File: config.mk
export PLATFORM = sky130hd
export DESIGN_NAME = ppe_encoder
export DESIGN_NICKNAME = d
export VERILOG_FILES = /design/src/hdl/ppe_pkg.sv /design/src/hdl/ppe_encoder.sv /design/src/hdl/ppe_fifo.sv /design/src/hdl/ppe_lat_counter.sv
export SDC_FILE = /design/constraint.sdc
export NUM_CORES = 1
export LEC_CHECK = 0
export BUFFER_PORTS_ARGS = -buffer_cell sky130_fd_sc_hd__buf_4
export CAP_MARGIN = 20
export CORE_MARGIN = 3
export CORE_UTILIZATION = 59
export CTS_CLUSTER_DIAMETER = 100
export DETAILED_ROUTE_END_ITERATION = 10
export PLACE_DENSITY = 0.84
export SLEW_MARGIN = 15
export SYNTH_ARGS = -nofsm -noshare
export SYNTH_HDL_FRONTEND = slang
export SYNTH_SLANG_ARGS = --single-unit
File: constraint.sdc
create_clock -name core_clk -period 8 [get_ports core_clk]
set_input_delay 2.4 -clock core_clk [delete_from_list [all_inputs] [get_ports core_clk]]
set_output_delay 2.4 -clock core_clk [all_outputs]
set_load 0.01 [all_outputs]
File: src/hdl/ppe_pkg.sv
package ppe_pkg;
  // ----------------------------------------
  // Packet field constants
  // ----------------------------------------
  localparam logic [7:0] PPE_PREFIX_BASE = 8'h20;
  localparam logic [7:0] PPE_ALIGN_BASE = 8'h20;
  localparam logic [7:0] PPE_CTX_HDR_BASE = 8'h64;
  localparam logic [7:0] PPE_CNT_HDR_BASE = 8'h98;
  localparam logic [1:0] PPE_CTX_SEL_L1 = 2'h0;
  localparam logic [1:0] PPE_CTX_SEL_L2 = 2'h1;
  localparam logic [4:0] PPE_CNT_TOTAL = 5'h00;
  localparam logic [4:0] PPE_CNT_ISSUE = 5'h01;
  localparam logic [4:0] PPE_CNT_XLAT = 5'h02;
  localparam logic [11:0] PPE_CNT_SAT = 12'hfff;
  localparam logic [11:0] PPE_CNT_RESET = 12'h000;
  localparam logic [3:0] PPE_ALIGN_MIN = 4'h1;
  localparam logic [3:0] PPE_ALIGN_MAX = 4'hf;
  localparam logic [1:0] PPE_ALIGN_LOG_OFS = 2'h1;
  localparam int PPE_FIFO_DEPTH = 8;
  localparam int PPE_PTR_W = 16;

  // ----------------------------------------
  // Request kinds
  // ----------------------------------------
  typedef enum logic [2:0] {
    PPE_REQ_PADDR,
    PPE_REQ_VADDR,
    PPE_REQ_IADDR,
    PPE_REQ_ALIGN,
    PPE_REQ_CTX,
    PPE_REQ_CNT
  } ppe_req_t;
endpackage

File: src/hdl/ppe_encoder.sv
`timescale 1ns/1ps
// Functional notes
// - Physical address: bits 55:0 in bytes 0-6, byte 7 bits 6:0 zero.
// - Physical address byte 7 bit 7 is one for non-secure space.
// - Virtual address: byte 7 is tag when top-byte-ignore set, else zero.
// - Instruction address byte 7 bit 7 gives security state, one non-secure.
// - Instruction address byte 7 bits 6:5 carry privilege level.
// - Instruction address byte 7 bits 4:0 are zero.
// - Alignment command: byte 0 is 001,0,size code; byte 1 zero.
// - Size code 1..15 selects 4 bytes to 64 Kbyte; others reserved.
// - Next header starts on a multiple of the size; filler below size.
// - Context header 01,10,01,selector then 32-bit payload.
// - Selector 0 level-1 id if gathered; 1 level-2 id non-secure only.
// - Context payload least significant byte first.
// - Short counter header 10,01,1,index; only when index bits 4:3 zero.
// - Extended counter prefix 001,000,index 4:3, then short-style header.
// - Index 0 total latency, index 1 issue latency, for every operation.
// - Index 2 translation latency for memory ops; others impl or reserved.
// - Counters are 12-bit saturating; payload byte 1 bits 7:4 zero.
// - Bytes go out in ascending order, values least significant first.
// - Every address packet carries a full 64-bit payload.
module ppe_encoder
  import ppe_pkg::*;
#(
  parameter int CNT_W = 12
) (
  input wire logic core_clk,
  input wire logic reset_n,
  input wire logic req_valid,
  output logic req_ready,
  input wire ppe_req_t req_kind,
  input wire logic [4:0] req_index,
  input wire logic [63:0] req_addr,
  input wire logic security_attr_bit,
  input wire logic top_byte_ignore_ctl,
  input wire logic [1:0] privilege_level_field,
  input wire logic [3:0] req_align_code,
  input wire logic [1:0] req_ctx_sel,
  input wire logic [31:0] process_id_level1,
  input wire logic [31:0] process_id_level2,
  input wire logic gather_process_id_level1,
  input wire logic gather_process_id_level2,
  input wire logic [CNT_W-1:0] req_count,
  input wire logic op_dispatch,
  input wire logic op_issue,
  input wire logic op_complete,
  input wire logic xlat_start,
  input wire logic xlat_done,
  output logic [CNT_W-1:0] total_latency,
  output logic [CNT_W-1:0] issue_latency,
  output logic [CNT_W-1:0] xlat_latency,
  output logic req_error,
  output logic byte_valid,
  input wire logic byte_ready,
  output logic [7:0] byte_data,
  output logic [PPE_PTR_W-1:0] write_offset
);
  // ----------------------------------------
  // Latency counters
  // ----------------------------------------
  // Total and issue latency
  ppe_lat_counter #(.CNT_W(CNT_W)) u_total (
    .core_clk(core_clk),
    .reset_n(reset_n),
    .start(op_dispatch),
    .stop(op_complete),
    .count(total_latency),
    .running()
  );

  ppe_lat_counter #(.CNT_W(CNT_W)) u_issue (
    .core_clk(core_clk),
    .reset_n(reset_n),
    .start(op_dispatch),
    .stop(op_issue),
    .count(issue_latency),
    .running()
  );

  ppe_lat_counter #(.CNT_W(CNT_W)) u_xlat (
    .core_clk(core_clk),
    .reset_n(reset_n),
    .start(xlat_start),
    .stop(xlat_done),
    .count(xlat_latency),
    .running()
  );

  // ----------------------------------------
  // Packet assembly
  // ----------------------------------------
  typedef enum logic [1:0] {
    PPE_IDLE,
    PPE_EMIT,
    PPE_FILL
  } ppe_state_t;

  ppe_state_t state;
  logic [7:0] pkt [10];
  logic [3:0] pkt_len;
  logic [3:0] pkt_pos;
  logic [PPE_PTR_W-1:0] fill_mask;
  logic [7:0] next_pkt [10];
  logic [3:0] next_len;
  logic next_bad;
  logic [7:0] addr_top;
  logic [11:0] cnt12;
  logic fifo_in_valid;
  logic fifo_in_ready;
  logic [7:0] fifo_in_data;
  logic emit_take;

  assign cnt12 = (req_count > CNT_W'(PPE_CNT_SAT)) ? PPE_CNT_SAT : req_count[11:0];

  always_comb begin
    next_len = 4'h0;
    next_bad = 1'b0;
    addr_top = 8'h00;
    for (int i = 0; i < 10; i++) begin
      next_pkt[i] = 8'h00;
    end
    unique case (req_kind)
      PPE_REQ_PADDR, PPE_REQ_VADDR, PPE_REQ_IADDR: begin
        unique case (req_kind)
          PPE_REQ_PADDR: addr_top = {security_attr_bit, 7'h00};
          PPE_REQ_VADDR: addr_top = top_byte_ignore_ctl ? req_addr[63:56] : 8'h00;
          default: addr_top = {security_attr_bit, privilege_level_field, 5'h00};
        endcase
        // Address packets carry no header byte; payload only here
        // Full eight-byte payload
        for (int i = 0; i < 7; i++) begin
          next_pkt[i] = req_addr[8*i +: 8];
        end
        next_pkt[7] = addr_top;
        next_len = 4'd8;
      end
      PPE_REQ_ALIGN: begin
        next_bad = (req_align_code < PPE_ALIGN_MIN);
        next_pkt[0] = PPE_ALIGN_BASE | {4'h0, req_align_code};
        next_pkt[1] = 8'h00;
        next_len = 4'd2;
      end
      PPE_REQ_CTX: begin
        next_bad = (req_ctx_sel == PPE_CTX_SEL_L1) ? !gather_process_id_level1 :
                   (req_ctx_sel == PPE_CTX_SEL_L2) ?
                   !(gather_process_id_level2 && security_attr_bit) : 1'b1;
        next_pkt[0] = PPE_CTX_HDR_BASE | {6'h00, req_ctx_sel};
        for (int i = 0; i < 4; i++) begin
          next_pkt[i+1] = (req_ctx_sel == PPE_CTX_SEL_L1) ?
                          process_id_level1[8*i +: 8] : process_id_level2[8*i +: 8];
        end
        next_len = 4'd5;
      end
      default: begin
        if (req_index[4:3] == 2'h0) begin
          next_pkt[0] = PPE_CNT_HDR_BASE | {5'h00, req_index[2:0]};
          next_pkt[1] = cnt12[7:0];
          next_pkt[2] = {4'h0, cnt12[11:8]};
          next_len = 4'd3;
        end else begin
          next_pkt[0] = PPE_PREFIX_BASE | {6'h00, req_index[4:3]};
          next_pkt[1] = PPE_CNT_HDR_BASE | {5'h00, req_index[2:0]};
          next_pkt[2] = cnt12[7:0];
          next_pkt[3] = {4'h0, cnt12[11:8]};
          next_len = 4'd4;
        end
        next_bad = (req_index > PPE_CNT_XLAT) && (req_index[4:1] != 4'h3) &&
                   !req_index[4];
      end
    endcase
  end

  assign req_ready = (state == PPE_IDLE);
  assign emit_take = fifo_in_valid && fifo_in_ready;

  always_comb begin
    fifo_in_valid = (state != PPE_IDLE);
    fifo_in_data = (state == PPE_EMIT) ? pkt[pkt_pos] : 8'h00;
  end

  always_ff @(posedge core_clk) begin
    if (!reset_n) begin
      state <= PPE_IDLE;
      pkt_len <= 4'h0;
      pkt_pos <= 4'h0;
      fill_mask <= '0;
      req_error <= 1'b0;
    end else begin
      req_error <= 1'b0;
      unique case (state)
        PPE_IDLE: begin
          if (req_valid) begin
            if (next_bad) begin
              req_error <= 1'b1;
            end else begin
              pkt_len <= next_len;
              pkt_pos <= 4'h0;
              // Alignment bytes are 4 << (code-1), i.e. 1 << (code+1)
              // Five-bit shift amount: code 15 must reach bit 16, not wrap to 0
              fill_mask <= (req_kind == PPE_REQ_ALIGN) ?
                PPE_PTR_W'((32'h1 << (5'(req_align_code) + 5'(PPE_ALIGN_LOG_OFS))) - 32'h1) : '0;
              state <= PPE_EMIT;
            end
          end
        end
        PPE_EMIT: begin
          if (emit_take && (pkt_pos == pkt_len - 4'h1)) begin
            state <= (((write_offset + 1'b1) & fill_mask) != '0) ? PPE_FILL : PPE_IDLE;
          end else if (emit_take) begin
            pkt_pos <= pkt_pos + 4'h1;
          end
        end
        PPE_FILL: begin
          if (emit_take && (((write_offset + 1'b1) & fill_mask) == '0)) begin
            state <= PPE_IDLE;
          end
        end
      endcase
    end
  end

  always_ff @(posedge core_clk) begin
    if (!reset_n) begin
      for (int i = 0; i < 10; i++) begin
        pkt[i] <= 8'h00;
      end
    end else if (state == PPE_IDLE && req_valid && !next_bad) begin
      for (int i = 0; i < 10; i++) begin
        pkt[i] <= next_pkt[i];
      end
    end
  end

  // Offset counts bytes handed to the buffer; wraps at 64 Kbyte
  always_ff @(posedge core_clk) begin
    if (!reset_n) begin
      write_offset <= '0;
    end else if (emit_take) begin
      write_offset <= write_offset + 1'b1;
    end
  end

  // ----------------------------------------
  // Output buffer
  // ----------------------------------------
  // Back-pressure from the buffer writer stalls emission
  ppe_fifo #(.WIDTH(8), .DEPTH(PPE_FIFO_DEPTH)) u_fifo (
    .core_clk(core_clk),
    .reset_n(reset_n),
    .in_valid(fifo_in_valid),
    .in_ready(fifo_in_ready),
    .in_data(fifo_in_data),
    .out_valid(byte_valid),
    .out_ready(byte_ready),
    .out_data(byte_data)
  );

  // ----------------------------------------
  // Checks
  // ----------------------------------------
  align_fill_a: assert property (@(posedge core_clk) disable iff (!reset_n)
    (state == PPE_FILL) && emit_take |->
      (fifo_in_data == 8'h00) && (fill_mask != '0) && (pkt_len == 4'd2))
    else $error("filler byte not zero");

  fill_end_a: assert property (@(posedge core_clk) disable iff (!reset_n)
    $past(state) != PPE_IDLE && state == PPE_IDLE && fill_mask != '0 |->
      ((write_offset & fill_mask) == '0))
    else $error("next header not aligned");

  busy_hold_a: assert property (@(posedge core_clk) disable iff (!reset_n)
    (state == PPE_EMIT) && !emit_take |=> $stable(pkt_pos))
    else $error("position moved without a byte");

  ctx_hdr_a: assert property (@(posedge core_clk) disable iff (!reset_n)
    req_valid && req_ready && req_kind == PPE_REQ_CTX && !next_bad |->
      next_pkt[0][7:2] == 6'h19 && next_len == 4'd5)
    else $error("bad context header");

  cnt_pay_a: assert property (@(posedge core_clk) disable iff (!reset_n)
    req_valid && req_kind == PPE_REQ_CNT && req_index[4:3] == 2'h0 |->
      next_pkt[2][7:4] == 4'h0)
    else $error("counter top nibble set");

  addr_len_a: assert property (@(posedge core_clk) disable iff (!reset_n)
    req_valid && req_ready && req_kind == PPE_REQ_PADDR |=>
      pkt_len == 4'd8 && pkt[7][6:0] == 7'h00)
    else $error("address payload short");

  iaddr_low_a: assert property (@(posedge core_clk) disable iff (!reset_n)
    req_valid && req_kind == PPE_REQ_IADDR |-> next_pkt[7][4:0] == 5'h00)
    else $error("instruction byte 7 low bits set");

  l2_gate_a: assert property (@(posedge core_clk) disable iff (!reset_n)
    req_valid && req_ready && req_kind == PPE_REQ_CTX &&
      req_ctx_sel == PPE_CTX_SEL_L2 && !security_attr_bit |=> req_error)
    else $error("level-2 id emitted in secure state");

  align_mask_a: assert property (@(posedge core_clk) disable iff (!reset_n)
    req_valid && req_ready && req_kind == PPE_REQ_ALIGN && !next_bad |=>
      fill_mask[1:0] == 2'h3 && ((fill_mask + 1'b1) & fill_mask) == '0)
    else $error("alignment mask not a power of two");

  align_cmd_a: assert property (@(posedge core_clk) disable iff (!reset_n)
    req_valid && req_kind == PPE_REQ_ALIGN |->
      next_pkt[0][7:4] == 4'h2 && next_pkt[0][3:0] == req_align_code && next_pkt[1] == 8'h00)
    else $error("bad alignment command");

  cnt_short_a: assert property (@(posedge core_clk) disable iff (!reset_n)
    req_valid && req_kind == PPE_REQ_CNT && req_index[4:3] == 2'h0 |->
      next_pkt[0][7:3] == 5'h13 && next_pkt[0][2:0] == req_index[2:0] && next_len == 4'd3)
    else $error("bad short counter header");

  cnt_ext_a: assert property (@(posedge core_clk) disable iff (!reset_n)
    req_valid && req_kind == PPE_REQ_CNT && req_index[4:3] != 2'h0 |->
      next_pkt[0] == {6'h08, req_index[4:3]} && next_pkt[1][7:3] == 5'h13 && next_len == 4'd4)
    else $error("bad extended counter header");

  ctx_order_a: assert property (@(posedge core_clk) disable iff (!reset_n)
    req_valid && req_kind == PPE_REQ_CTX && req_ctx_sel == PPE_CTX_SEL_L1 |->
      next_pkt[1] == process_id_level1[7:0] && next_pkt[4] == process_id_level1[31:24])
    else $error("context bytes out of order");

  refuse_idle_a: assert property (@(posedge core_clk) disable iff (!reset_n)
    req_valid && req_ready && next_bad |=> state == PPE_IDLE && req_error)
    else $error("refused request emitted bytes");
endmodule

File: src/hdl/ppe_fifo.sv
`timescale 1ns/1ps
module ppe_fifo
  import ppe_pkg::*;
#(
  parameter int WIDTH = 8,
  parameter int DEPTH = PPE_FIFO_DEPTH
) (
  input wire logic core_clk,
  input wire logic reset_n,
  input wire logic in_valid,
  output logic in_ready,
  input wire logic [WIDTH-1:0] in_data,
  output logic out_valid,
  input wire logic out_ready,
  output logic [WIDTH-1:0] out_data
);
  localparam int AW = $clog2(DEPTH);
  logic [WIDTH-1:0] mem [DEPTH];
  logic [AW-1:0] wr_ptr;
  logic [AW-1:0] rd_ptr;
  logic [AW:0] fill;
  logic push;
  logic pop;

  assign in_ready = (fill != (AW+1)'(DEPTH));
  assign out_valid = (fill != '0);
  assign push = in_valid && in_ready;
  assign pop = out_valid && out_ready;
  assign out_data = mem[rd_ptr];

  always_ff @(posedge core_clk) begin
    if (push) begin
      mem[wr_ptr] <= in_data;
    end
  end

  always_ff @(posedge core_clk) begin
    if (!reset_n) begin
      wr_ptr <= '0;
      rd_ptr <= '0;
      fill <= '0;
    end else begin
      if (push) begin
        wr_ptr <= (wr_ptr == AW'(DEPTH - 1)) ? '0 : wr_ptr + 1'b1;
      end
      if (pop) begin
        rd_ptr <= (rd_ptr == AW'(DEPTH - 1)) ? '0 : rd_ptr + 1'b1;
      end
      fill <= fill + (AW+1)'(push) - (AW+1)'(pop);
    end
  end

  // Full FIFO never accepts a byte, nor moves its write side
  fifo_no_ovf_a: assert property (@(posedge core_clk) disable iff (!reset_n)
    (fill == (AW+1)'(DEPTH)) && !pop |-> !in_ready ##1
      (fill == (AW+1)'(DEPTH)) && $stable(wr_ptr))
    else $error("fifo accepts while full");
endmodule

File: src/hdl/ppe_lat_counter.sv
`timescale 1ns/1ps
module ppe_lat_counter
  import ppe_pkg::*;
#(
  parameter int CNT_W = 12
) (
  input wire logic core_clk,
  input wire logic reset_n,
  input wire logic start,
  input wire logic stop,
  output logic [CNT_W-1:0] count,
  output logic running
);
  always_ff @(posedge core_clk) begin
    if (!reset_n) begin
      count <= '0;
      running <= 1'b0;
    end else if (start) begin
      count <= CNT_W'(1);
      running <= !stop;
    end else if (running) begin
      if (count != '1) begin
        count <= count + 1'b1;
      end
      if (stop) begin
        running <= 1'b0;
      end
    end
  end

  sat_hold_a: assert property (@(posedge core_clk) disable iff (!reset_n)
    (count == '1) && !start |=> (count == '1))
    else $error("saturated count moved");
endmodule

* Yosys cells after proc, flatten, opt, wreduce, memory -nomap -nowiden
Memory sizes are Yosys's and may differ from the RTL's. A register that Yosys moved wholly into a read port is not among the register bits.
Cells that the tools add are included.
** Storage, ports and cells
- Word-level logic and storage cells :: 186
- Register bits :: 92
- Memories :: 2
- Output and inout port bits :: 63
- Bits in writable memories :: 144
- Input port bits :: 169
** Operators by class
- Equal/unequal tests :: 21
- Bitwise gates (word level) :: 13
- $lt $le $gt $ge :: 3
- Muxes and demuxes :: 72
- Shifts and indexed selects :: 1
- Reduce and logical (&&, ||, !) cells :: 44
- Add/subtract/negate cells :: 12
** Memories
- pkt :: words 10, bits a word 8, read ports 1, clocked after memory_dff 1, write ports 10, RTL line ppe_encoder.sv:99 : logic [7:0] pkt [10];
- u_fifo.mem :: words 8, bits a word 8, read ports 1, clocked after memory_dff 1, write ports 1, RTL line ppe_fifo.sv:18 : logic [WIDTH-1:0] mem [DEPTH];
** Operators by type and width (number)
- $mux W8 :: 16
- $pmux W16 S3 :: 2
- $mux W24 :: 2
- $add A12 B1 Y12 const B :: 3
- $ne A12 B12 Y1 const B :: 3
- $pmux W8 S2 :: 2
- $mux W4 :: 7
- $mux W1 :: 27
- $add A16 B1 Y16 const B :: 1
- $and A16 B16 Y16 :: 1
- $logic_not A16 Y1 :: 1
- $mux W16 :: 1
- $reduce_bool A16 Y1 :: 1
- $reduce_bool A2 Y1 :: 8
- $shl A1 B5 Y16 const A :: 1
- $sub A16 B1 Y16 const B :: 1
- $mux W3 :: 5
- $gt A12 B12 Y1 const B :: 1
- $mux W12 :: 1
- $pmux W4 S3 :: 1
- $reduce_and A2 Y1 :: 6
- $mux W2 :: 5
- $ne A2 B2 Y1 const B :: 5
- $or A1 B1 Y1 :: 10
- other kinds (31) :: 55

* Depth between registers and ports, before layout
Gate-level depths: netlist (run 1).
- Depth in word-level cells :: 11
- Gate-level depth with buffers :: 12

* Modules after synthesis
From an unflattened synthesis (run 1), not the netlist that was laid out.
** Unflattened totals
- Cells, all modules :: 1077
- Area, all modules :: 11489.8 µm²
** Modules (own cells, without submodules)
- ppe_encoder :: cells each 691, area each 6386.1 µm², sequential area each 2862.7 µm², instances 1
- ppe_fifo :: cells each 170, area each 3170.5 µm², sequential area each 2182.1 µm², instances 1
- ppe_lat_counter :: cells each 72, area each 644.4 µm², sequential area each 260.2 µm², instances 3

* Worst setup path before layout (run 1)
OpenSTA, ideal clock, no wires.
- Path type :: in2reg
- Start point :: input port req_kind[1]
- End point :: memory pkt[0][0] (enable)
- Cell stages on the path :: 6
- Library setup time :: 421 ps
- Data arrival time :: 4481 ps
- Data required time :: 7579 ps
- Path slack :: 3098 ps
- Buffers on the path :: 0
- Cells stage by stage :: o21ai_1 > a311o_1 > o211ai_1 > nor2_1 > nor2_1 > inv_1
** RTL lines
- start: declaration :: RTL line ppe_encoder.sv:31 : input wire ppe_req_t req_kind,
- end: declaration :: RTL line ppe_encoder.sv:99

* Worst setup path in the final report (run 1)
- Start point :: input port req_kind[2]
- End point :: register fill_mask[13]
** On the way
- Word-level cells in the longest chain between the ends :: 5
- Elaborated cells on any way between the ends :: 10
- Those cells by class :: 4 x eq/ne; 2 x mux; 1 x bitwise; 3 x reduce/logical
** RTL lines
- $eq A3 B1 Y1, or another cell as far along :: RTL line ppe_encoder.sv:122 : unique case (req_kind)
- $reduce_or A3 Y1 :: RTL line ppe_encoder.sv:122
- $pmux W1 S3 :: RTL line ppe_encoder.sv:122
- $not A1 Y1 (no source line)
- $reduce_and A3 Y1 (no source line)
- end signal: assignment :: RTL line ppe_encoder.sv:200 : fill_mask <= (req_kind == PPE_REQ_ALIGN) ?
- end: declaration :: RTL line ppe_encoder.sv:102 : logic [PPE_PTR_W-1:0] fill_mask;
Several ways; a longest one is shown, not always the timed one.
A chain may end at the register's enable or synchronous reset.

==> results of run 1 <==
==> cell families (layout without fill, tap and decap cells) <==
family	count (synthesis)	count (layout)
xor gates and xnor gates	62	62
muxes	57	57
buffers and inverters	76	314
adders and majority gates	21	21
AOI/OAI and AO/OA	178	178
DFF	227	227
and+or+nand+nor	394	394
other	1	5
==> power by group through the flow <==
stage / combinational [W] / clock [W] / sequential, W
finish: 0.000489 / 0.00109 / 0.00138
global route: 0.000535 / 0.00115 / 0.00139
CTS: 0.000489 / 0.00110 / 0.00138
detailed placement: 0.000482 / 0 / 0.00140
global placement: 0.000468 / 0 / 0.00140
floorplan: 0.000317 / 0 / 0.00136
==> per-stage QoR <==
stage / util [%] / hold WS, ns / power, W
floorplan: - / 0.4159 / 0.001682
finish: 76.97 / 0.4474 / 0.002952
detailed placement: 72.45 / 0.4360 / 0.001883
global route: 76.97 / 0.4715 / 0.003072
global placement: 72.40 / 0.4275 / 0.001865
CTS: 76.86 / 0.4457 / 0.002968
==> registers in the layout, indices dropped and copies added (netlist names), named ones only <==
register / flops
req_error: 1
u_total.running: 1
u_issue.running: 1
u_total.count: 12
fill_mask: 16
u_fifo.fill: 4
pkt_len: 4
u_xlat.count: 12
u_fifo.rd_ptr: 3
state: 2
pkt_pos: 4
write_offset: 16
u_fifo.mem: 64
u_issue.count: 12
u_fifo.wr_ptr: 3
pkt: 64
u_xlat.running: 1
==> worst reg2reg max path: stages, from the launching register on <==
cell	delay, ns
dfxtp_1	0.54
ha_1	0.30
nand3_2	0.22
nor4_1	0.35
xor2_1	0.14
a22oi_2	0.20
nand4_1	0.17
o41ai_2	0.51
a21oi_1	0.13
a311oi_1	0.24
==> worst max-delay path by stage <==
stage | from | endpoint | depth (start not counted)
after floorplan | req_kind[1] | pkt[0][0]$_SDFFCE_PN0P_ | 6
after global placement | req_kind[2] | pkt[7][4]$_SDFFCE_PN0P_ | 7
after detailed placement | req_kind[2] | pkt[4][6]$_SDFFCE_PN0P_ | 8
after CTS | flop | byte_data[6] | 3
after global routing | req_kind[2] | pkt[4][6]$_SDFFCE_PN0P_ | 8
final | req_kind[2] | fill_mask[13]$_SDFFE_PN0P_ | 9
==> cell type report <==
type	instances	area, um^2
fill	1169	4053
clock inverter	10	85.08
clock buffer	31	689.4
timing repair buffer	245	1834
inverter	28	105.1
tap	225	281.5
multi-input combinational	713	4711
sequential	227	5828
antenna	4	10.01
==> cell usage in the layout, fill, tap and decap left out, types with 7 or more instances in the layout <==
cell / n
nand4_1: 11
xor2_1: 35
ha_1: 20
nor2_1: 109
o21ai_0: 29
nand2_1: 150
nand2b_1: 8
or3_1: 12
a221oi_1: 18
edfxtp_1: 128
a21oi_1: 73
clkbuf_16: 26
inv_1: 25
and3_1: 9
nor4_1: 7
nand3_1: 19
buf_4: 243
and2_1: 19
mux2_2: 9
nor3_1: 23
dfxtp_1: 97
mux4_2: 32
xnor2_1: 27
o21ai_1: 15
mux2i_1: 16
==> routing by layer <==
layer  wire [um]  vias up
met3        1874       98
li1            -     4129
met2       14960      417
met5          13        -
met1       10950     4124
met4        1375        2
==> flow_summary_export.csv, run 1 <==
group,metric,value,unit
synthesis,synth-main-ff-cell,"edfxtp_1",
sta,worst_slack,3.312,ns
global_route,track_usage,28.42,%
global_route,grt_max_degree,69,
global_route,grt_pass1_vias,8863,
clock_network,cts_buffers,23,
clock_network,cts-resized-gates,0,
cells_and_area,drive_gt1_share,27.19,%
setup_path,cpPeakStageDelay,0.60,ns
die,core,0.01760,mm^2
routing,routedWlPerCell,19.67,um
setup_path,reg2reg_slack,5.11,ns
die,start_util,61.50,%
setup_path,crit_top_cell,"buf_4",
placed_design,portBuffers,231,
routing,avgViaCountPerCell,5.914,
placed_design,placedInstanceArea,0.01275,mm^2
sta,min_period,4.688,ns
cells_and_area,final_cells,1483,
global_route,grt_pass1_wl,45.52,mm
synthesis,muxShareOfSynthArea,9.075,%
synthesis,synthTopCellsByArea,"edfxtp_1 (36%), dfxtp_1 (18%), mux4_2 (6.7%)",
synthesis,yosysSeqAreaShare,53.83,%
clock_network,cts_setup_buffers,0,
setup_path,cp_max_fo,36,
setup_path,path_buf_inv,3,
die,die_area,0.02001,mm^2
routing,dr_total_vias,8770,
power_and_ir_drop,ir_worst_vdd,0.0002185,V
cells_and_area,layout.nets,1428,
job,maxCapViolations,0,
power_and_ir_drop,seqPwrFrac,46.7,%
synthesis,synth_most_common_cell,"nand2_1",
clock_network,cts_tree,"done",
clock_network,cts.sinks,227,
synthesis,synth_top_area_share,35.51,%
synthesis,synth_xor_area_share,5.017,%
routing,wl,29.17,mm
synthesis,synth_compound_area_share,10.05,%
power_and_ir_drop,swShare,25.40,%
synthesis,syn_area,0.01082,mm^2
synthesis,synth-simple-area-share,16.77,%
setup_path,r2r_cells,9,
routing,ant_nets,0,
power_and_ir_drop,p_clk_share,36.8,%
synthesis,synth_seq_cells,227,
placed_design,routabilityCongestion,0.9484,
setup_path,critPathLaunchType,"primary input",
die,die_width,141.4,um
synthesis,synth_top_family_by_area,"simple AND/OR/NAND/NOR gates",
cells_and_area,area_delta_synth_final,25.14,%
worst_hold_path,min-delay-start,"fill_mask[0]$_SDFFE_PN0P_",
setup_path,cpMaxStageDelayCell,"or3_1",
setup_path,crit_type,"primary input to flop",
global_route,top_usage_layer,"met2",
die,rows,48,
routing,drt_iter0_markers,734,
worst_hold_path,hold_path.class,"flop to flop",
worst_hold_path,hold-path-cell-count,2,
power_and_ir_drop,p_leak,5.282,nW
placed_design,dp_cells,1437,
clock_network,clkLatencyLatePin,0.50,ns
setup_path,crit_required,8.42,ns
routing,dr.pass1.iters,6,
placed_design,place_ws,2.873,ns
sta,finClkSkew,0.01365,ns
power_and_ir_drop,combPwrFrac,16.6,%
synthesis,netlist.top_cell.by_area,"edfxtp_1",
synthesis,synthTopCellsByCount,"nand2_1 (150), edfxtp_1 (128), nor2_1 (111), dfxtp_1 (99), a21oi_1 (74)",
placed_design,hpwl,20.79,mm
power_and_ir_drop,intPower,0.002202,W
sta,maxSlewViolCount,0,
status,status,"finished clean",
sta,hold_viol,0,
setup_path,r2r_start,"write_offset[0]$_SDFFE_PN0P_",
clock_network,htreeDepth,1,
routing,drc,0,
sta,max_freq,213.3,MHz
setup_path,critPathCaptureType,"flop",
clock_network,ctsHoldBuffers,0,
clock_network,root_buffer,"clkbuf_16",
setup_path,worstPathCellList,"buf_4 > inv_1 > or3_1 > o211ai_1 > or2_1 > buf_4 > nor3_1 > nand3_1 > o21ai_0",
synthesis,syn_nets,1206,
global_route,gr-usage-met1,34.13,%
power_and_ir_drop,p_per_area,218.0,mW/mm^2
setup_path,worstPathArrival,5.11,ns
die,io-pin-count,232,
cells_and_area,stdcell_area,0.01354,mm^2
setup_path,timing.rr.end,"state[0]$_SDFFE_PN0P_",
sta,rsz0062_at_grt,"no",
clock_network,path_clk_slew,0.06,ns
synthesis,synth-edff-count,128,
sta,slew_headroom,26.35,%
synthesis,async_reset_ff_share,0,%
synthesis,ys_warn_count,0,
synthesis,synth.distinct_cells,65,
clock_network,clockBufferDepth,3,
power_and_ir_drop,power_switching,0.0007497,W
synthesis,synthAdderAreaFrac,2.497,%
global_route,overflow,0,
sta,worstMarginPinSlew,1.105,ns
sta,setup-tns-final,0,ns
synthesis,synthCells,1016,
sta,setup_violations,0,
global_route,grtUsageMet2,50.16,%
sta,fin_crit_sh,58.60,%
global_route,grt_antenna_before_repair,5,
setup_path,crit_family,"simple AND/OR/NAND/NOR gates",
synthesis,synth_area_per_cell,10.65,um^2
worst_hold_path,holdPathEnd,"fill_mask[0]$_SDFFE_PN0P_",
global_route,grt.met3_usage,4.516,%
die,die_y,141.4,um
(Power assumes the default switching activity.)
==> run 2, diff against run 1 <==
--- a/config.mk
+++ b/config.mk
@@ -8,10 +8,10 @@
 export BUFFER_PORTS_ARGS = -buffer_cell sky130_fd_sc_hd__buf_4
 export CAP_MARGIN = 20
 export CORE_MARGIN = 3
-export CORE_UTILIZATION = 59
+export CORE_UTILIZATION = 55
 export CTS_CLUSTER_DIAMETER = 100
 export DETAILED_ROUTE_END_ITERATION = 10
-export PLACE_DENSITY = 0.84
+export PLACE_DENSITY = 0.79
 export SLEW_MARGIN = 15
 export SYNTH_ARGS = -nofsm -noshare
 export SYNTH_HDL_FRONTEND = slang
==> constraint.sdc (replaced) <==
create_clock -name core_clk -period 4.55 [get_ports core_clk]
set_input_delay 1.365 -clock core_clk [delete_from_list [all_inputs] [get_ports core_clk]]
set_output_delay 1.365 -clock core_clk [all_outputs]
set_load 0.01 [all_outputs]
==> run 2 against run 1 <==
Net effect: via count decreased by 1.3%; worst hold slack improved by 0.0059 ns; final cell count increased by 2.6%; sequential power increased by 74%; critical path type is now flop to primary output; critical endpoint is now byte_data[4]; highest routed layer is now met4.
==> flow_summary_export.csv, run 2 (synthesis results as in run 1) <==
group,metric,value,unit
setup_path,crit_required,3.18,ns
routing,dr_total_vias,8659,
worst_hold_path,hold-path-cell-count,2,
clock_network,cts.sinks,227,
sta,worstMarginPinSlew,1.004,ns
routing,ant_nets,0,
global_route,grt_max_degree,36,
routing,avgViaCountPerCell,5.689,
sta,setup-tns-final,0,ns
clock_network,cts_setup_buffers,0,
global_route,grt_antenna_before_repair,0,
sta,hold_viol,0,
power_and_ir_drop,seqPwrFrac,45.0,%
setup_path,cpMaxStageDelayCell,"dfxtp_1",
power_and_ir_drop,power_switching,0.001336,W
setup_path,critPathLaunchType,"flop",
global_route,grt_pass1_wl,45.52,mm
routing,met1_length,11.23,mm
cells_and_area,layout.nets,1434,
cells_and_area,top_regs,"pkt x64, u_fifo.mem x64",
power_and_ir_drop,intPower,0.003984,W
setup_path,critPathCaptureType,"primary output",
clock_network,cts_tree,"done",
sta,rsz0062_at_grt,"no",
sta,slew_headroom,32.97,%
setup_path,cpPeakStageDelay,0.84,ns
setup_path,crit_type,"flop to primary output",
placed_design,hpwl,20.42,mm
clock_network,cts_buffers,24,
clock_network,ctsHoldBuffers,0,
routing,top_layer,"met4",
setup_path,worstPathCellList,"mux4_2 > mux2_2 > buf_4",
cells_and_area,multi_input_area,0.004717,mm^2
sta,hold_ws,0.4533,ns
cells_and_area,drive_gt1_share,27.18,%
sta,max_freq,278.1,MHz
cells_and_area,final_common_cell,"buf_4",
placed_design,placedInstanceArea,0.01285,mm^2
clock_network,path_clk_slew,0.06,ns
die,die_y,146.3,um
cells_and_area,layout_common_cells,"buf_4 (249), nand2_1 (150), edfxtp_1 (128), nor2_1 (109), dfxtp_1 (99)",
cells_and_area,seq_area,0.005826,mm^2
routing,drc,0,
clock_network,clkLatencyLatePin,0.51,ns
sta,min_period,3.595,ns
die,io-pin-count,232,
die,start_util,56.91,%
routing,wl,28.64,mm
routing,routedWlPerCell,18.82,um
clock_network,cts-resized-gates,0,
placed_design,portBuffers,231,
routing,dr_wl_met3,1.732,mm
power_and_ir_drop,p_per_area,388.7,mW/mm^2
setup_path,cp_max_fo,16,
die,die_width,146.3,um
worst_hold_path,hold_path.class,"flop to flop",
setup_path,worstPathArrival,2.23,ns
global_route,track_usage,26.29,%
setup_path,timing.rr.end,"state[0]$_SDFFE_PN0P_",
die,core,0.01902,mm^2
setup_path,reg2reg_slack,1.69,ns
cells_and_area,stdcell_area,0.01369,mm^2
power_and_ir_drop,p_leak,5.315,nW
power_and_ir_drop,swShare,25.11,%
clock_network,htreeDepth,1,
sta,maxSlewViolCount,0,
placed_design,routabilityCongestion,0.9439,
routing,wl_met2,14.84,mm
power_and_ir_drop,ir_worst_vdd,0.0002323,V
power_and_ir_drop,p_clk_share,38.2,%
sta,fin_crit_sh,79.02,%
die,rows,50,
setup_path,critPathCapture,"byte_data[4]",
setup_path,r2r_cells,9,
cells_and_area,area_delta_synth_final,26.46,%
clock_network,clockBufferDepth,3,
cells_and_area,antenna_cells,0,
status,status,"finished clean",
job,maxCapViolations,0,
power_and_ir_drop,combPwrFrac,16.8,%
cells_and_area,fillers,1403,
sta,setup_violations,0,
die,die_area,0.02140,mm^2
clock_network,root_buffer,"clkbuf_16",
sta,finClkSkew,0.01625,ns
routing,drt_iter0_markers,629,
routing,dr.pass1.iters,6,
global_route,grt_pass1_vias,8656,
setup_path,r2r_start,"write_offset[0]$_SDFFE_PN0P_",
global_route,overflow,0,
run 2: changes by cell type in the layout (fill, tap and decap cells not counted), moves of 2 or more:
cell / change
buf_4: +6
clkinv_1: +6
inv_4: -6
diode_2: -4
bufinv_16: +3
buf_2: -2
clkbuf_8: -2
clkinvlp_4: +2
dfxtp_1: +2
dfxtp_2: -2
inv_6: +2
run 2: stage by stage:
stage | util [%] | setup WS, ns | total power [W] | instances
final | 71.97 | 0.9545 | 0.005320 | 1522
after CTS | 71.93 | 0.9319 | 0.005345 | 1521
after global routing | 71.97 | 0.8499 | 0.005536 | 1522
after detailed placement | 67.57 | 0.7722 | 0.003323 | 1477
after global placement | 67.49 | 0.8510 | 0.003294 | 1476
after floorplan | - | 0.6835 | 0.002957 | 1016
run 2: power groups by stage:
| stage | Sequential [W] | Combinational, W | Clock, W |
|---|---|---|---|
| detailed placement | 0.00244 | 0.000887 | 0 |
| global placement | 0.00243 | 0.000862 | 0 |
| finish | 0.00240 | 0.000894 | 0.00203 |
| global route | 0.00241 | 0.000990 | 0.00214 |
| CTS | 0.00240 | 0.000894 | 0.00205 |
| floorplan | 0.00240 | 0.000558 | 0 |
run 2: critical path: cells and delay by family (launching register included):
kind / cells / cell delay (ns)
multiplexers: 2 / 0.73
flip-flops: 1 / 0.84
buffers and inverters: 1 / 0.14
run 2: layer usage:
layer	track usage [%]	vias up
met5	0	-
li1	-	4127
met1	32.88	4146
met4	7.761	0
met3	4.128	58
met2	47.23	328
run 2: how the worst min path moves through the flow:
stage	slack (ns)	start	end
floorplan	0.42	fill_mask[0]$_SDFFE_PN0P_	fill_mask[0]$_SDFFE_PN0P_
global placement	0.43	fill_mask[0]$_SDFFE_PN0P_	fill_mask[0]$_SDFFE_PN0P_
detailed placement	0.44	fill_mask[0]$_SDFFE_PN0P_	fill_mask[0]$_SDFFE_PN0P_
CTS	0.45	fill_mask[15]$_SDFFE_PN0P_	fill_mask[15]$_SDFFE_PN0P_
global route	0.48	fill_mask[15]$_SDFFE_PN0P_	fill_mask[15]$_SDFFE_PN0P_
finish	0.45	fill_mask[15]$_SDFFE_PN0P_	fill_mask[15]$_SDFFE_PN0P_
run 2: cell type report:
type                    instances  share of cell area [%]
clock buffers                  27                   4.626
clock inverters                17                   1.435
inverters                      28                  0.7679
multi-input cells             713                   34.46
flip-flops and latches        227                   42.56
well taps                     260                   2.377
repair buffers                250                   13.77
==> run 3, diff against run 2 <==
--- a/config.mk
+++ b/config.mk
@@ -5,13 +5,14 @@
 export SDC_FILE = /design/constraint.sdc
 export NUM_CORES = 1
 export LEC_CHECK = 0
+export ABC_AREA = 1
 export BUFFER_PORTS_ARGS = -buffer_cell sky130_fd_sc_hd__buf_4
 export CAP_MARGIN = 20
 export CORE_MARGIN = 3
-export CORE_UTILIZATION = 55
+export CORE_UTILIZATION = 50
 export CTS_CLUSTER_DIAMETER = 100
 export DETAILED_ROUTE_END_ITERATION = 10
-export PLACE_DENSITY = 0.79
+export PLACE_DENSITY = 0.76
 export SLEW_MARGIN = 15
 export SYNTH_ARGS = -nofsm -noshare
 export SYNTH_HDL_FRONTEND = slang
==> constraint.sdc (replaced) <==
create_clock -name core_clk -period 2.9 [get_ports core_clk]
set_input_delay 0.87 -clock core_clk [delete_from_list [all_inputs] [get_ports core_clk]]
set_output_delay 0.87 -clock core_clk [all_outputs]
set_load 0.01 [all_outputs]
==> run 3 against run 2 <==
Net effect: die area rose by 14%; routed wire length grew 5.5%; worst hold slack better by 0.0029 ns; first-iteration DRC count up 5.4%; global-route usage fell by 2.2 points; combinational power rose to 3.8 times the previous value; largest cell class unchanged; clock power up 53%; sequential power grew 85%; total power rose by 110%; sequential cell count did not move; critical path depth grew 3.
==> flow_summary_export.csv, run 3 <==
group,metric,value,unit
setup_path,r2r_start,"state[1]$_SDFFE_PN0P_",
synthesis,synth.distinct_cells,48,
synthesis,ys_warn_count,0,
global_route,grt_pass1_vias,9965,
worst_hold_path,min-delay-start,"u_issue.count[9]$_SDFFE_PP0P_",
setup_path,worstPathCellList,"buf_4 > nor2_1 > nor2_1 > o21ai_0 > a31oi_1 > buf_4",
die,start_util,51.26,%
synthesis,netlist.top_cell.by_area,"edfxtp_1",
placed_design,hpwl,22.78,mm
placed_design,routabilityCongestion,0.9259,
cells_and_area,multi_input_area,0.004723,mm^2
routing,routedWlPerCell,15.84,um
job,maxCapViolations,0,
synthesis,synthTopCellsByArea,"edfxtp_1 (34%), dfxtp_1 (18%), nor2_1 (7.9%)",
clock_network,clockBufferDepth,3,
routing,drc,0,
setup_path,cpPeakStageDelay,0.43,ns
setup_path,path_buf_inv,2,
worst_hold_path,hold-path-cell-count,2,
cells_and_area,fillers,1846,
synthesis,synth_xor_area_share,1.009,%
setup_path,crit_type,"flop to primary output",
synthesis,synth-main-ff-cell,"edfxtp_1",
power_and_ir_drop,ir_worst_vdd,0.0003744,V
setup_path,crit_family,"flip-flops",
setup_path,crit_cells,6,
power_and_ir_drop,intPower,0.007277,W
power_and_ir_drop,combPwrFrac,31.3,%
cells_and_area,final_common_cell,"buf_4",
clock_network,cts_tree,"done",
routing,wl,30.21,mm
setup_path,worstPathArrival,1.86,ns
global_route,track_usage,24.04,%
synthesis,synth-simple-area-share,22.32,%
die,die_area,0.02442,mm^2
setup_path,r2r_cells,6,
sta,hold_ws,0.4562,ns
synthesis,synth_most_common_cell,"nor2_1",
global_route,overflow,0,
clock_network,root_buffer,"clkbuf_16",
synthesis,syn_nets,1551,
clock_network,cts.sinks,227,
sta,fin_crit_sh,94.27,%
sta,min_period,2.734,ns
cells_and_area,seq_area,0.005831,mm^2
power_and_ir_drop,seqPwrFrac,40.5,%
setup_path,cp_max_fo,15,
cells_and_area,top_regs,"pkt x64, u_fifo.mem x64",
synthesis,synthTopCellsByCount,"nor2_1 (239), nand2_1 (221), inv_1 (133), edfxtp_1 (128), o21ai_0 (124)",
synthesis,synth_compound_area_share,16.04,%
global_route,grt_pass1_wl,48.11,mm
routing,dr_total_vias,10250,
routing,dr.pass1.iters,7,
setup_path,critPathCaptureType,"primary output",
placed_design,placedInstanceArea,0.01347,mm^2
cells_and_area,area_delta_synth_final,26.67,%
power_and_ir_drop,p_clk_share,28.2,%
global_route,grt_antenna_before_repair,0,
routing,drt_iter0_markers,663,
sta,rsz0062_at_grt,"no",
die,core,0.02203,mm^2
power_and_ir_drop,p_leak,5.960,nW
sta,slew_headroom,44.19,%
cells_and_area,layout_common_cells,"buf_4 (265), nor2_1 (239), nand2_1 (221), inv_1 (132), edfxtp_1 (128)",
clock_network,htreeDepth,1,
sta,setup-tns-final,0,ns
sta,finClkSkew,0.01646,ns
die,die_y,156.3,um
worst_hold_path,hold_path.class,"flop to flop",
sta,worstMarginPinSlew,0.8332,ns
die,die_width,156.3,um
sta,setup_violations,0,
cells_and_area,layout.nets,1799,
sta,max_freq,365.8,MHz
synthesis,synthCells,1361,
synthesis,yosysSeqAreaShare,51.60,%
clock_network,cts_setup_buffers,0,
clock_network,cts_buffers,25,
synthesis,async_reset_ff_share,0,%
power_and_ir_drop,p_per_area,767.3,mW/mm^2
cells_and_area,antenna_cells,0,
clock_network,ctsHoldBuffers,0,
power_and_ir_drop,power_switching,0.003696,W
synthesis,syn_area,0.01129,mm^2
setup_path,cpMaxStageDelayCell,"dfxtp_4",
status,status,"finished clean",
sta,hold_viol,0,
cells_and_area,drive_gt1_share,21.33,%
synthesis,synth-edff-count,128,
synthesis,synthAdderAreaFrac,2.394,%
placed_design,portBuffers,231,
global_route,grt_max_degree,33,
synthesis,synth_area_per_cell,8.295,um^2
synthesis,synth_seq_cells,227,
routing,ant_nets,0,
clock_network,clkLatencyLatePin,0.52,ns
die,io-pin-count,232,
setup_path,critPathLaunchType,"flop",
die,rows,54,
sta,maxSlewViolCount,0,
synthesis,synth_top_family_by_area,"simple AND/OR/NAND/NOR gates",
power_and_ir_drop,swShare,33.68,%
synthesis,muxShareOfSynthArea,0,%
setup_path,crit_required,2.03,ns
routing,avgViaCountPerCell,5.375,
clock_network,path_clk_slew,0.06,ns
synthesis,synth_top_area_share,34.05,%
cells_and_area,stdcell_area,0.01430,mm^2
==> run 3: repair_timing <==
item,in CTS,in global routing
gates resized for setup,1,5
endpoints found under the setup margin,8,8
pin swaps,0,1
hold endpoints to repair,0,0
==> run 3: path summary, 6_finish.rpt <==
path,endpoint,slack [ns]
min,u_issue.count[9]$_SDFFE_PP0P_,0.46
max reg2reg,u_fifo.mem[4][4]$_DFFE_PP_,0.63
min reg2reg,u_issue.count[9]$_SDFFE_PP0P_,0.46
max,byte_data[6],0.17
==> run 3: per-layer routing <==
| metal | wire [um] | global-route usage, % | vias up |
|---|---|---|---|
| met2 | 15210 | 42.72 | 352 |
| met1 | 12330 | 30.25 | 4720 |
| li1 | - | - | 5121 |
| met5 | 0 | 0 | - |
| met3 | 1854 | 3.319 | 58 |
| met4 | 810 | 7.962 | 0 |
==> run 3: worst register-to-register path, cell delays in order, from the launching register on <==
cell and delay (ns):
dfxtp_1 0.33, inv_1 0.08, ha_1 0.23, inv_1 0.15
nor2_1 0.37, o21ai_0 0.16, a31oi_1 0.65
==> run 3: area by class of cell <==
cell class,count,area share [%]
Sequential cell,227,40.77
Multi-Input combinational cell,945,33.03
Timing Repair Buffer,268,14.30
Clock buffer,35,4.917
Inverter,142,3.727
Tap cell,280,2.450
Clock inverter,10,0.8050
==> run 3: cell families (layout without fill, tap and decap cells) <==
| kind of cell | after synthesis | count (layout) |
|---|---|---|
| AND/OR/NAND/NOR | 594 | 594 |
| AO/OA/AOI/OAI | 316 | 316 |
| flip-flops | 227 | 227 |
| buffers and inverters | 189 | 455 |
| adder cells (fa/ha/maj) | 21 | 21 |
| XOR/XNOR | 13 | 13 |
| other | 1 | 1 |
==> run 3: power by group through the flow <==
| stage | Sequential, W | Clock (W) | Combinational (W) |
|---|---|---|---|
| final | 0.00444 | 0.00310 | 0.00344 |
| after global routing | 0.00450 | 0.00329 | 0.00385 |
| after CTS | 0.00443 | 0.00314 | 0.00343 |
| after detailed placement | 0.00449 | 0 | 0.00340 |
| after global placement | 0.00448 | 0 | 0.00332 |
| after floorplan | 0.00443 | 0 | 0.00208 |
==> run 3: metrics by stage <==
stage	setup slack [ns]	power (W)	cells	util, %
4_1_cts	0.07770	0.01100	1907	64.87
3_5_place_dp	0.3220	0.007892	1862	61.15
3_3_place_gp	0.3554	0.007793	1862	61.15
2_1_floorplan	0.3598	0.006506	1361	-
5_1_grt	0.005612	0.01165	1907	64.92
6_report	0.1663	0.01097	1907	64.92
